`src/core/phy_ctrl_pkg.sv`:
```
// Purpose: Shared constants and types for the basic control register
// Assumes: APB slave, 32-bit data, pclk at 250 MHz
// Notes:   Field layout of the 16-bit control word is the ctrl_t struct
// What this block does
// - Writing one to bit 15 starts a transceiver reset at once; the bit clears itself when the reset ends.
// - With bit 14 set, transmit data is looped back to receive data and the line link is dropped; both resets clear it.
// - Speed is decoded from bit 6 (high) and bit 13 (low): 00 is 10 Mbit/s, 01 is 100 Mbit/s, 10 and 11 reserved.
// - Hardware reset loads the speed pair as 0 and the speed strap without auto-negotiation, 01 with it; software reset keeps it.
// - Bit 12 loads from the auto-negotiation strap on hardware reset and survives software reset.
// - Bit 11 powers the device down; clearing it performs a software reset and a restart of auto-negotiation.
// - Bit 10 tristates all interface outputs and ignores all interface inputs; it resets to zero.
// - Writing one to bit 9 restarts auto-negotiation and the bit then clears itself.
// - Every hardware and software reset restarts auto-negotiation whatever bit 9 holds.
// - Hardware reset loads bit 8 as zero without auto-negotiation, else from the duplex strap; one is full duplex.
// - With bit 7 set, the collision output follows transmit enable; both resets clear it.
// - Bits 5 to 0 read zero and ignore writes.
package phy_ctrl_pkg;

  // ****************************************
  // Bus map
  // ****************************************
  localparam int          ADDR_W     = 12;
  localparam int          DATA_W     = 32;
  localparam logic [11:0] CTRL_OFFS  = 12'h000;
  localparam logic [11:0] STATE_OFFS = 12'h004;

  // ****************************************
  // Control word layout
  // ****************************************
  typedef struct packed {
    logic       sw_reset;
    logic       loopback;
    logic       speed_lsb;
    logic       an_enable;
    logic       power_down;
    logic       isolate;
    logic       an_restart;
    logic       full_duplex;
    logic       col_test;
    logic       speed_msb;
    logic [5:0] reserved;
  } ctrl_t;

  localparam logic [15:0] CTRL_RESET = 16'h0000;

  typedef enum logic [1:0] {
    SPEED_10   = 2'b00,
    SPEED_100  = 2'b01,
    SPEED_RSV2 = 2'b10,
    SPEED_RSV3 = 2'b11
  } speed_t;

  // ****************************************
  // State word bit positions
  // ****************************************
  localparam int ST_RESET_BUSY  = 0;
  localparam int ST_POWER_DOWN  = 1;
  localparam int ST_LINK_ENABLE = 2;
  localparam int ST_SPEED_RSV   = 3;
  localparam int ST_FULL_DUPLEX = 4;
  localparam int ST_SPEED_100   = 5;
  localparam int ST_STRAP_AN    = 6;
  localparam int ST_STRAP_SPEED = 7;
  localparam int ST_STRAP_DUP   = 8;

  // ****************************************
  // Timing
  // ****************************************
  localparam int CLK_PERIOD_NS   = 4;
  localparam int SW_RESET_NS     = 40;
  localparam int SW_RESET_CYCLES =
    (SW_RESET_NS + CLK_PERIOD_NS - 1) / CLK_PERIOD_NS;
  localparam int SYNC_STAGES     = 2;

  // ****************************************
  // Interface carriers
  // ****************************************
  typedef struct packed {
    logic [3:0] txd;
    logic       tx_en;
  } mii_tx_t;

  typedef struct packed {
    logic [3:0] rxd;
    logic       rx_dv;
  } mii_rx_t;

  typedef enum logic [1:0] {
    INIT_SETTLE,
    INIT_LOAD,
    INIT_RUN
  } init_st_t;

endpackage

```
`src/core/sw_reset_timer.sv`:
```
// Purpose: Times the software reset of the transceiver
// Assumes: start is a one-cycle pulse on pclk
// Notes:   A start while busy reloads the count
`timescale 1ns/100ps
`default_nettype none
module sw_reset_timer #(
  parameter int CYCLES = phy_ctrl_pkg::SW_RESET_CYCLES
) (
  // Clock and reset
  input  wire logic pclk,
  input  wire logic presetn,
  // Control
  input  wire logic start,
  output var  logic busy,
  output var  logic done
);

  localparam int CNT_W = $clog2(CYCLES + 1);

  initial begin
    if (CYCLES < 1) begin
      $error("sw_reset_timer: CYCLES must be at least 1");
    end
  end

  logic [CNT_W-1:0] cnt_q;
  logic [CNT_W-1:0] cnt_d;
  logic             done_d;

  assign done_d = (cnt_q == CNT_W'(1)) && !start;

  always_comb begin
    cnt_d = cnt_q;
    if (start) begin
      cnt_d = CNT_W'(CYCLES);
    end else if (cnt_q != '0) begin
      cnt_d = cnt_q - CNT_W'(1);
    end
  end

  always_ff @(posedge pclk or negedge presetn) begin
    if (!presetn) begin
      cnt_q <= '0;
      busy  <= 1'b0;
      done  <= 1'b0;
    end else begin
      cnt_q <= cnt_d;
      busy  <= (cnt_d != '0);
      done  <= done_d;
    end
  end

endmodule // sw_reset_timer
`default_nettype wire

```
`src/core/phy_basic_control_register.sv`:
```
// Purpose: Basic control register and its data-path side effects
// Assumes: MII and strap pins are asynchronous to pclk
// Notes:   APB slave with one wait state on every access once the straps are loaded
//
// Our own choices: the address map and register access over APB.
`timescale 1ns/100ps
`default_nettype none
module phy_basic_control_register #(
  parameter int RESET_CYCLES = phy_ctrl_pkg::SW_RESET_CYCLES
) (
  // Clock and reset
  input  wire logic                             pclk,
  input  wire logic                             presetn,
  // APB slave
  input  wire logic                             psel,
  input  wire logic                             penable,
  input  wire logic                             pwrite,
  input  wire logic [phy_ctrl_pkg::ADDR_W-1:0]  paddr,
  input  wire logic [phy_ctrl_pkg::DATA_W-1:0]  pwdata,
  input  wire logic [3:0]                       pstrb,
  output var  logic [phy_ctrl_pkg::DATA_W-1:0]  prdata,
  output var  logic                             pready,
  output var  logic                             pslverr,
  // Strap pins
  input  wire logic                             anen_strap,
  input  wire logic                             speed_strap,
  input  wire logic                             duplex_strap,
  // MAC side interface
  input  wire phy_ctrl_pkg::mii_tx_t            mac_tx,
  output var  phy_ctrl_pkg::mii_rx_t            mac_rx,
  output var  logic                             mac_rx_oe,
  output var  logic                             col,
  output var  logic                             col_oe,
  // Line side data path
  output var  phy_ctrl_pkg::mii_tx_t            line_tx,
  input  wire phy_ctrl_pkg::mii_rx_t            line_rx,
  // Transceiver control
  output var  logic                             core_reset,
  output var  logic                             an_restart,
  output var  logic                             power_down,
  output var  logic                             link_enable,
  output var  logic                             speed_100,
  output var  logic                             full_duplex
);

  initial begin
    if (RESET_CYCLES < 1) begin
      $error("phy_basic_control_register: RESET_CYCLES below 1");
    end
  end

  // ****************************************
  // Functions
  // ****************************************
  function automatic logic [31:0] ctrl_word(
    input phy_ctrl_pkg::ctrl_t c
  );
    phy_ctrl_pkg::ctrl_t r;
    r          = c;
    r.reserved = '0;
    return {16'h0000, 16'(r)};
  endfunction

  function automatic phy_ctrl_pkg::speed_t speed_of(
    input phy_ctrl_pkg::ctrl_t c
  );
    return phy_ctrl_pkg::speed_t'({c.speed_msb, c.speed_lsb});
  endfunction

  // ****************************************
  // Synchronisers
  // ****************************************
  logic [2:0]            strap_s1_q;
  logic [2:0]            strap_s2_q;
  phy_ctrl_pkg::mii_tx_t tx_s1_q;
  phy_ctrl_pkg::mii_tx_t tx_s2_q;
  phy_ctrl_pkg::mii_rx_t rx_s1_q;
  phy_ctrl_pkg::mii_rx_t rx_s2_q;

  // Straps are caught only after release, never by the reset itself
  always_ff @(posedge pclk or negedge presetn) begin
    if (!presetn) begin
      strap_s1_q <= '0;
      strap_s2_q <= '0;
      tx_s1_q    <= '0;
      tx_s2_q    <= '0;
      rx_s1_q    <= '0;
      rx_s2_q    <= '0;
    end else begin
      strap_s1_q <= {anen_strap, speed_strap, duplex_strap};
      strap_s2_q <= strap_s1_q;
      tx_s1_q    <= mac_tx;
      tx_s2_q    <= tx_s1_q;
      rx_s1_q    <= line_rx;
      rx_s2_q    <= rx_s1_q;
    end
  end

  // ****************************************
  // Hardware reset sequence
  // ****************************************
  localparam int SET_W = $clog2(phy_ctrl_pkg::SYNC_STAGES + 1);

  phy_ctrl_pkg::init_st_t init_q;
  phy_ctrl_pkg::init_st_t init_d;
  logic [SET_W-1:0]       settle_q;
  logic [SET_W-1:0]       settle_d;
  logic [2:0]             strap_q;
  logic [2:0]             strap_d;
  wire                    in_load = (init_q == phy_ctrl_pkg::INIT_LOAD);
  wire                    in_run  = (init_q == phy_ctrl_pkg::INIT_RUN);

  always_comb begin
    init_d   = init_q;
    settle_d = settle_q;
    strap_d  = strap_q;
    case (init_q)
      phy_ctrl_pkg::INIT_SETTLE: begin
        settle_d = settle_q + SET_W'(1);
        if (settle_q == SET_W'(phy_ctrl_pkg::SYNC_STAGES - 1)) begin
          init_d = phy_ctrl_pkg::INIT_LOAD;
        end
      end
      phy_ctrl_pkg::INIT_LOAD: begin
        strap_d = strap_s2_q;
        init_d  = phy_ctrl_pkg::INIT_RUN;
      end
      default: begin
        init_d = phy_ctrl_pkg::INIT_RUN;
      end
    endcase
  end

  always_ff @(posedge pclk or negedge presetn) begin
    if (!presetn) begin
      init_q   <= phy_ctrl_pkg::INIT_SETTLE;
      settle_q <= '0;
      strap_q  <= '0;
    end else begin
      init_q   <= init_d;
      settle_q <= settle_d;
      strap_q  <= strap_d;
    end
  end

  // ****************************************
  // APB decode
  // ****************************************
  phy_ctrl_pkg::ctrl_t ctrl_q;
  phy_ctrl_pkg::ctrl_t ctrl_d;
  logic                pready_q;
  logic [31:0]         prdata_q;
  logic [31:0]         prdata_d;
  logic                pslverr_q;
  logic [31:0]         state_word;
  logic                rst_busy;
  logic                rst_done;

  wire hit_ctrl  = (paddr == phy_ctrl_pkg::CTRL_OFFS);
  wire hit_state = (paddr == phy_ctrl_pkg::STATE_OFFS);
  wire unmapped  = !hit_ctrl && !hit_state;
  // Answer only once straps are in, so reads never see the blank word
  wire pready_d  = psel && penable && !pready_q && in_run;
  wire commit    = psel && penable && pready_q;
  wire wr_ctrl   = commit && pwrite && hit_ctrl;
  wire wr_hi     = wr_ctrl && pstrb[1];
  wire wr_lo     = wr_ctrl && pstrb[0];

  phy_ctrl_pkg::ctrl_t wr_c;
  assign wr_c = phy_ctrl_pkg::ctrl_t'(pwdata[15:0]);

  always_comb begin
    prdata_d = 32'h0000_0000;
    if (!pwrite && hit_ctrl) begin
      prdata_d = ctrl_word(ctrl_q);
    end else if (!pwrite && hit_state) begin
      prdata_d = state_word;
    end
  end

  always_ff @(posedge pclk or negedge presetn) begin
    if (!presetn) begin
      pready_q  <= 1'b0;
      prdata_q  <= 32'h0000_0000;
      pslverr_q <= 1'b0;
    end else begin
      pready_q  <= pready_d;
      prdata_q  <= pready_d ? prdata_d : 32'h0000_0000;
      pslverr_q <= pready_d && unmapped;
    end
  end

  // ****************************************
  // Control register
  // ****************************************
  wire pd_exit  = wr_hi && ctrl_q.power_down && !wr_c.power_down;
  wire rst_go   = (wr_hi && wr_c.sw_reset) || pd_exit;
  wire an_go    = wr_hi && wr_c.an_restart;
  wire strap_an = strap_s2_q[2];
  wire strap_sp = strap_s2_q[1];
  wire strap_dp = strap_s2_q[0];

  always_comb begin
    ctrl_d = ctrl_q;
    if (in_load) begin
      ctrl_d.an_enable   = strap_an;
      ctrl_d.speed_msb   = 1'b0;
      ctrl_d.speed_lsb   = strap_an || strap_sp;
      ctrl_d.full_duplex = strap_an && strap_dp;
    end
    if (rst_done) begin
      ctrl_d.loopback   = 1'b0;
      ctrl_d.power_down = 1'b0;
      ctrl_d.isolate    = 1'b0;
      ctrl_d.col_test   = 1'b0;
    end
    // Restart was issued the same edge it was set
    ctrl_d.an_restart = 1'b0;
    if (wr_hi) begin
      ctrl_d.loopback    = wr_c.loopback;
      ctrl_d.speed_lsb   = wr_c.speed_lsb;
      ctrl_d.an_enable   = wr_c.an_enable;
      ctrl_d.power_down  = wr_c.power_down;
      ctrl_d.isolate     = wr_c.isolate;
      ctrl_d.full_duplex = wr_c.full_duplex;
    end
    if (an_go) begin
      ctrl_d.an_restart = 1'b1;
    end
    if (wr_lo) begin
      ctrl_d.col_test  = wr_c.col_test;
      ctrl_d.speed_msb = wr_c.speed_msb;
    end
    // Set wins over the end of a running reset
    if (rst_go) begin
      ctrl_d.sw_reset = 1'b1;
    end else if (rst_done) begin
      ctrl_d.sw_reset = 1'b0;
    end
    ctrl_d.reserved = '0;
  end

  always_ff @(posedge pclk or negedge presetn) begin
    if (!presetn) begin
      ctrl_q <= phy_ctrl_pkg::ctrl_t'(phy_ctrl_pkg::CTRL_RESET);
    end else begin
      ctrl_q <= ctrl_d;
    end
  end

  sw_reset_timer #(
    .CYCLES (RESET_CYCLES)
  ) u_reset_timer (
    .pclk    (pclk),
    .presetn (presetn),
    .start   (rst_go),
    .busy    (rst_busy),
    .done    (rst_done)
  );

  // ****************************************
  // Side effects
  // ****************************************
  phy_ctrl_pkg::speed_t speed_sel;
  assign speed_sel = speed_of(ctrl_q);

  wire quiet      = ctrl_q.isolate || ctrl_q.power_down;
  wire core_rst_d = rst_go || rst_busy || !in_run;
  wire an_rst_d   = in_load || rst_done || an_go;
  wire spd100_d   = (speed_sel == phy_ctrl_pkg::SPEED_100);
  wire spd_rsv    = (speed_sel == phy_ctrl_pkg::SPEED_RSV2) ||
                    (speed_sel == phy_ctrl_pkg::SPEED_RSV3);

  phy_ctrl_pkg::mii_tx_t tx_eff;
  phy_ctrl_pkg::mii_tx_t line_tx_d;
  phy_ctrl_pkg::mii_rx_t mac_rx_d;
  logic                  link_d;
  logic                  col_d;

  // Isolated or powered down: MAC inputs are ignored
  assign tx_eff = quiet ? '0 : tx_s2_q;

  assign line_tx_d = (ctrl_q.loopback || core_rst_d) ? '0 : tx_eff;

  assign mac_rx_d =
    core_rst_d      ? '0 :
    ctrl_q.loopback ? phy_ctrl_pkg::mii_rx_t'({tx_eff.txd, tx_eff.tx_en}) :
    quiet           ? '0 : rx_s2_q;

  // Loopback breaks the line link
  assign link_d = !ctrl_q.loopback && !quiet && !core_rst_d;

  assign col_d = tx_eff.tx_en &&
                 (ctrl_q.col_test ||
                  (!ctrl_q.full_duplex && !ctrl_q.loopback &&
                   rx_s2_q.rx_dv));

  assign state_word = {
    23'h00_0000,
    strap_q[0],
    strap_q[1],
    strap_q[2],
    spd100_d,
    ctrl_q.full_duplex,
    spd_rsv,
    link_enable,
    ctrl_q.power_down,
    ctrl_q.sw_reset
  };

  logic mac_rx_oe_q;
  logic col_q;
  logic col_oe_q;
  logic core_reset_q;
  logic an_restart_q;
  logic power_down_q;
  logic link_enable_q;
  logic speed_100_q;
  logic full_duplex_q;
  phy_ctrl_pkg::mii_rx_t mac_rx_q;
  phy_ctrl_pkg::mii_tx_t line_tx_q;

  always_ff @(posedge pclk or negedge presetn) begin
    if (!presetn) begin
      mac_rx_q      <= '0;
      mac_rx_oe_q   <= 1'b0;
      col_q         <= 1'b0;
      col_oe_q      <= 1'b0;
      line_tx_q     <= '0;
      core_reset_q  <= 1'b1;
      an_restart_q  <= 1'b0;
      power_down_q  <= 1'b0;
      link_enable_q <= 1'b0;
      speed_100_q   <= 1'b0;
      full_duplex_q <= 1'b0;
    end else begin
      mac_rx_q      <= mac_rx_d;
      mac_rx_oe_q   <= !ctrl_q.isolate;
      col_q         <= col_d;
      col_oe_q      <= !ctrl_q.isolate;
      line_tx_q     <= line_tx_d;
      core_reset_q  <= core_rst_d;
      an_restart_q  <= an_rst_d;
      power_down_q  <= ctrl_q.power_down;
      link_enable_q <= link_d;
      speed_100_q   <= spd100_d;
      full_duplex_q <= ctrl_q.full_duplex;
    end
  end

  // ****************************************
  // Outputs
  // ****************************************
  assign prdata      = prdata_q;
  assign pready      = pready_q;
  assign pslverr     = pslverr_q;
  assign mac_rx      = mac_rx_q;
  assign mac_rx_oe   = mac_rx_oe_q;
  assign col         = col_q;
  assign col_oe      = col_oe_q;
  assign line_tx     = line_tx_q;
  assign core_reset  = core_reset_q;
  assign an_restart  = an_restart_q;
  assign power_down  = power_down_q;
  assign link_enable = link_enable_q;
  assign speed_100   = speed_100_q;
  assign full_duplex = full_duplex_q;

endmodule // phy_basic_control_register
`default_nettype wire

```
`config.mk`:
```
export PLATFORM = sky130hd
export DESIGN_NAME = phy_basic_control_register
export DESIGN_NICKNAME = d
export VERILOG_FILES = /design/src/core/phy_ctrl_pkg.sv /design/src/core/sw_reset_timer.sv /design/src/core/phy_basic_control_register.sv
export SDC_FILE = /design/constraint.sdc
export NUM_CORES = 1
export LEC_CHECK = 0
export ABC_AREA = 1
export ABC_CLOCK_PERIOD_IN_PS = 1800
export BUFFER_PORTS_ARGS = -buffer_cell sky130_fd_sc_hd__buf_2
export CORE_MARGIN = 2
export CORE_UTILIZATION = 30
export DETAILED_ROUTE_END_ITERATION = 6
export PLACE_DENSITY = 0.61
export REMOVE_ABC_BUFFERS = 1
export SYNTH_ARGS = -nofsm -noshare
export SYNTH_HDL_FRONTEND = slang
export SYNTH_SLANG_ARGS = --single-unit
```
`constraint.sdc`:
```
create_clock -name pclk -period 1.8 [get_ports pclk]
set_clock_uncertainty 0.15 [all_clocks]
set_input_delay 0.36 -clock pclk [delete_from_list [all_inputs] [get_ports pclk]]
set_output_delay 0.36 -clock pclk [all_outputs]
set_load 0.05 [all_outputs]
```
Yosys cells after proc, flatten, opt, wreduce, memory -nomap -nowiden
Index checks and enable logic that the tools add are counted.
{ "word_totals": {"ff_bits": 101, "latch_bits": 0, "ramBits": 0, "romBits": 0, "in_bits": 66, "out_inout_bits": 53, "word_cells": 128, "mem_count": 0} }
{ "classes": {"add_sub_neg": 2, "n_mul": 0, "div_mod_pow": 0, "order_cmp": 0, "eq_ne": 9, "n_shift": 0, "n_mux": 22, "bitwise_logic": 0, "n_reduce_logical": 54} }
{ "ops": {"columns": ["operator", "count"], "rows": [
  ["$mux W32", 2],
  ["$mux W5", 6],
  ["$logic_and A1 B1 Y1", 23],
  ["$eq A12 B3 Y1 const B", 1],
  ["$logic_not A1 Y1", 12],
  ["$logic_not A12 Y1", 1],
  ["$logic_or A1 B1 Y1", 10],
  ["$mux W2", 5],
  ["$reduce_bool A2 Y1", 5],
  ["$mux W9", 1],
  ["$mux W4", 2],
  ["$reduce_bool A4 Y1", 2],
  ["$eq A2 B1 Y1 const B", 3],
  ["$eq A2 B2 Y1 const B", 3],
  ["$mux W1", 6],
  ["$eq A4 B1 Y1 const B", 1],
  ["$sub A4 B1 Y4 const B", 1],
  ["$add A2 B1 Y2 const B", 1],
  ["$logic_not A2 Y1", 1],
  ["$ne A2 B2 Y1 const B", 1]
]} }

Logic depth before layout (Yosys ltp)
{ "depth": {"ltp_word": 12, "mapped_depth": 9, "mapped_depth_nobuf": 9} }

Cells and area by module
A second synthesis with hierarchy kept.
{ "hier_totals": {"hier_cells": 291, "hier_area_um2": 3208.1} }
{ "by_module_without_submodules": {"columns": ["mod", "instances", "cells_each", "area_per_inst_um2"], "rows": [
  ["phy_basic_control_register", 1, 255, 2897.8],
  ["sw_reset_timer", 1, 36, 310.3]
]} }

Least setup slack after synthesis
No wires, ideal clock.
{ "synth_timing": {"path_type": "reg2reg", "start": "register pready_q (netlist: pready)", "end": "register line_tx_q (netlist bit line_tx[0])", "setup_time_ps": 118, "t_arrival_ps": 1453, "slack_ps": 79, "path_stages_with_launch": 8, "synth_period_minus_slack_ps": 1721, "cell_sequence": "dfrtp_1 -> nand2_1 -> nor2_4 -> nand3_2 -> nor2_4 -> nand2_4 -> nand3_2 -> nor2_1"} }
{ "synth_lines": {"columns": ["element", "line", "source"], "rows": [
  ["start, declared", "phy_basic_control_register.sv:151", "logic pready_q;"],
  ["start signal, assigned", "phy_basic_control_register.sv:187", "pready_q <= pready_d;"],
  ["end signal, assigned", "phy_basic_control_register.sv:341", "line_tx_q <= line_tx_d;"],
  ["end, declared", "phy_basic_control_register.sv:321", "phy_ctrl_pkg::mii_tx_t line_tx_q;"]
]} }

Final worst setup path
{ "layout_timing": {"start": "register u_reset_timer.cnt_q[1]", "end": "register u_reset_timer.busy"} }
{ "layout_via": {"elab_chain_len": 4} }
{ "layout_lines": {"columns": ["element", "line", "source"], "rows": [
  ["start, declared", "sw_reset_timer.sv:26", "logic [CNT_W-1:0] cnt_q;"],
  ["start signal, assigned", "sw_reset_timer.sv:47", "cnt_q <= cnt_d;"],
  ["$sub A4 B1 Y4 / $reduce_bool A4 Y1 (equally long branches)", "sw_reset_timer.sv:37, sw_reset_timer.sv:36", null],
  ["$mux W4 (*)", "sw_reset_timer.sv:36", "end else if (cnt_q != '0) begin"],
  ["$mux W4 (*)", "sw_reset_timer.sv:34", "if (start) begin"],
  ["$reduce_bool A4 Y1 (*)", "sw_reset_timer.sv:48", "busy <= (cnt_d != '0);"],
  ["end signal, assigned", "sw_reset_timer.sv:48", null],
  ["end, declared", "sw_reset_timer.sv:14", "output var logic busy,"]
]} }
Every way passes the cells marked *; elsewhere a longest branch is shown, timed or not.
A chain may end at the register's enable or synchronous reset.

==> impl_metrics.csv <==
group,metric,value,unit
setup_path,rr_worst_depth,6,
global_route,antenna_found_initial,0,
synthesis,yosys_warnings,0,
power_and_ir_drop,ir_drop,0.3736,mV
run_status,status,"finished, final reports clean",
timing,timing.final.hold_violations,0,
setup_path,cp_max_fo,4,
drt,vias,2142,
layout,final_cell_mix,"dfrtp_1 (84), buf_2 (77), nand2_1 (45)",
drt,wl_per_cell,11.65,µm
timing,maxSlewViolCount,0,
timing,setup_viol,0,
layout,final_common_cell,"dfrtp_1",
place,dp_hpwl,4626,µm
setup_path,worstSetupPathType,"flop to flop",
floorplan,die_y,106.8,µm
clock_tree,cts_buffer_depth,2,
timing,rsz0062_at_grt,"false",
synthesis,synthDistinctLibCells,32,
global_route,gr-usage-all-layers,11.61,%
synthesis,synth-xor-area-share,0.5521,%
place,placed_area,3709,µm²
layout,nNetsFinal,465,
synthesis,synth-simple-area-share,17.94,%
global_route,grt_first_pass_wirelength,10170,µm
worst_hold_path,hold_depth,3,
drt,dr.pass1.iters,5,
clock_tree,root_buffer,"clkbuf_8",
clock_tree,clock_sinks,85,
power_and_ir_drop,leakage,0.002142,µW
layout,layout-drive-gt1-share,29.43,%
drt,drt-initial-drc-count,113,
job,maxCapViolations,0,
setup_path,arrival,1770,ps
global_route,grt_max_degree,40,
synthesis,synth_area,3173,µm²
synthesis,ys_ff_latch,85,
timing,max_freq,595.3,MHz
timing,setup_tns,0,ps
synthesis,synthAdderAreaFrac,1.183,%
timing,fin_crit,1680,ps
floorplan,start_util,30.87,%
drt,wl,6256,µm
worst_hold_path,hold_class,"input port to flop",
layout,final_area,4043,µm²
floorplan,die_w,106.8,µm
setup_path,crit_path_end_kind,"flop",
setup_path,required,1890,ps
layout,area_growth,27.41,%
synthesis,synth.avg_cell_area,10.87,µm²
setup_path,crit_path_start_kind,"flop",
place,pre_cts_ws,92.01,ps
place,gp_congestion,0.7879,
synthesis,synthCells,292,
place,port_buffers,78,
floorplan,placeableCoreArea,10280,µm²
clock_tree,cts.htree.levels,3,
global_route,overflow,0,
synthesis,synth-compound-area-share,3.983,%
power_and_ir_drop,power_density,1040,nW/µm²
layout,antenna_cells,0,
power_and_ir_drop,p_total,4206,µW
synthesis,synth_top_family_by_area,"simple AND/OR/NAND/NOR gates",
floorplan,ioPinCount,119,
drt,viasPerCell,3.989,
layout,post-route-util,39.34,%
synthesis,ys_seq_area_share,67.07,%
floorplan,rows,37,
drt,drcViolationCount,0,
clock_tree,cts_tree,"built",
drt,ant_nets,0,
timing,fin_crit_sh,93.32,%
synthesis,synthMuxAreaShare,0,%
timing,fin_ws,120.2,ps
clock_tree,path_clk_slew,90,ps
clock_tree,clk-insertion-delay-late,350,ps
floorplan,dieArea,11420,µm²
global_route,grt_pass1_vias,2199,
clock_tree,cts_made_buffers,9,
-- worst paths after layout --
path / endpoint / start / slack (ps)
worst max-delay path: u_reset_timer.busy / u_reset_timer.cnt_q[1] / 120
worst min-delay path: ctrl_q[6] / pwdata[6] / 60
worst max register to register: u_reset_timer.busy / u_reset_timer.cnt_q[1] / 120
worst min register to register: tx_s2_q[4] / tx_s1_q[4] / 200
max in group asynchronous: strap_q[2] / presetn / 620
min in group asynchronous: rx_s1_q[4] / presetn / 370
-- cells in the mapped netlist, drive strengths merged --
cell	instances	area, µm²
o21ai	13	65.06
xor2	2	17.52
dfstp	1	26.28
a31oi	1	6.260
nor2	42	192.7
clkinv	2	8.750
clkbuf	1	3.750
o22ai	2	12.51
inv	40	150.1
nand4	3	25.02
ha	3	37.54
o31ai	1	7.510
nor3	10	66.32
nand3	12	80.08
buf	17	127.6
and3	1	6.260
a21oi	7	35.03
conb	1	3.750
or2	2	12.52
nand2	47	186.4
dfrtp	84	2102
-- per-stage QoR --
step	hold slack, ps	cells
2_1_floorplan	-85.59	289
3_3_place_gp	182.9	506
3_5_place_dp	184.7	506
4_1_cts	41.18	536
5_1_grt	68.28	537
6_report	58.84	537
-- power by group --
part	internal, µW	switching [µW]
clock	520	718
sequential	2060	69.8
combinational	256	585
-- critical path, cell delays in order, from the launching register on --
cell and delay [ps]:
dfrtp_1 390, inv_1 80, ha_1 220, and3_1 190, or2_2 300, nor3_2 160, nand2_1 70
-- state kept, by name, summed over array words and instances, names as in the netlist, 3 cells and up --
signal	flops
prdata	16
ctrl_q	10
line_tx	5
mac_rx	5
rx_s1_q	5
rx_s2_q	5
tx_s1_q	5
tx_s2_q	5
u_reset_timer.cnt_q	4
strap_q	3
strap_s1_q	3
strap_s2_q	3
-- cells by family (layout without fill, tap and decap cells) --
group                    after synthesis  count (layout)
AND/OR/NAND/NOR                      117             117
XOR/XNOR                               2               2
buffers and inverters                 60             154
AO/OA/AOI/OAI                         24              24
flip-flops                            85              85
adder cells (fa/ha/maj)                3               3
other                                  1              16
-- cell type report --
class	count	area [µm²]
Fill cell	1032	6235
Inverter	42	158.9
Sequential cell	85	2128
Multi-Input combinational cell	162	815.8
Clock inverter	7	57.56
Tap cell	136	170.2
Timing Repair Buffer	96	588.1
Clock buffer	9	123.9
-- metal layers --
metal  vias up  track usage (%)  part of all wire (%)
met5         -                0                     0
met4         0            5.566                   2.1
met3        10            2.553                   4.7
met2        58            20.11                    52
met1       994            13.66                    42
li1       1080                -                     -
-- repair_timing --
action | in CTS | in global routing
buffers inserted | 0 | 1
hold buffers | 14 | 0
setup endpoints to repair | 0 | 1
hold endpoints to repair | 49 | 0
resized for setup | 0 | 1
Note: power is estimated with default switching activity, not from simulation.
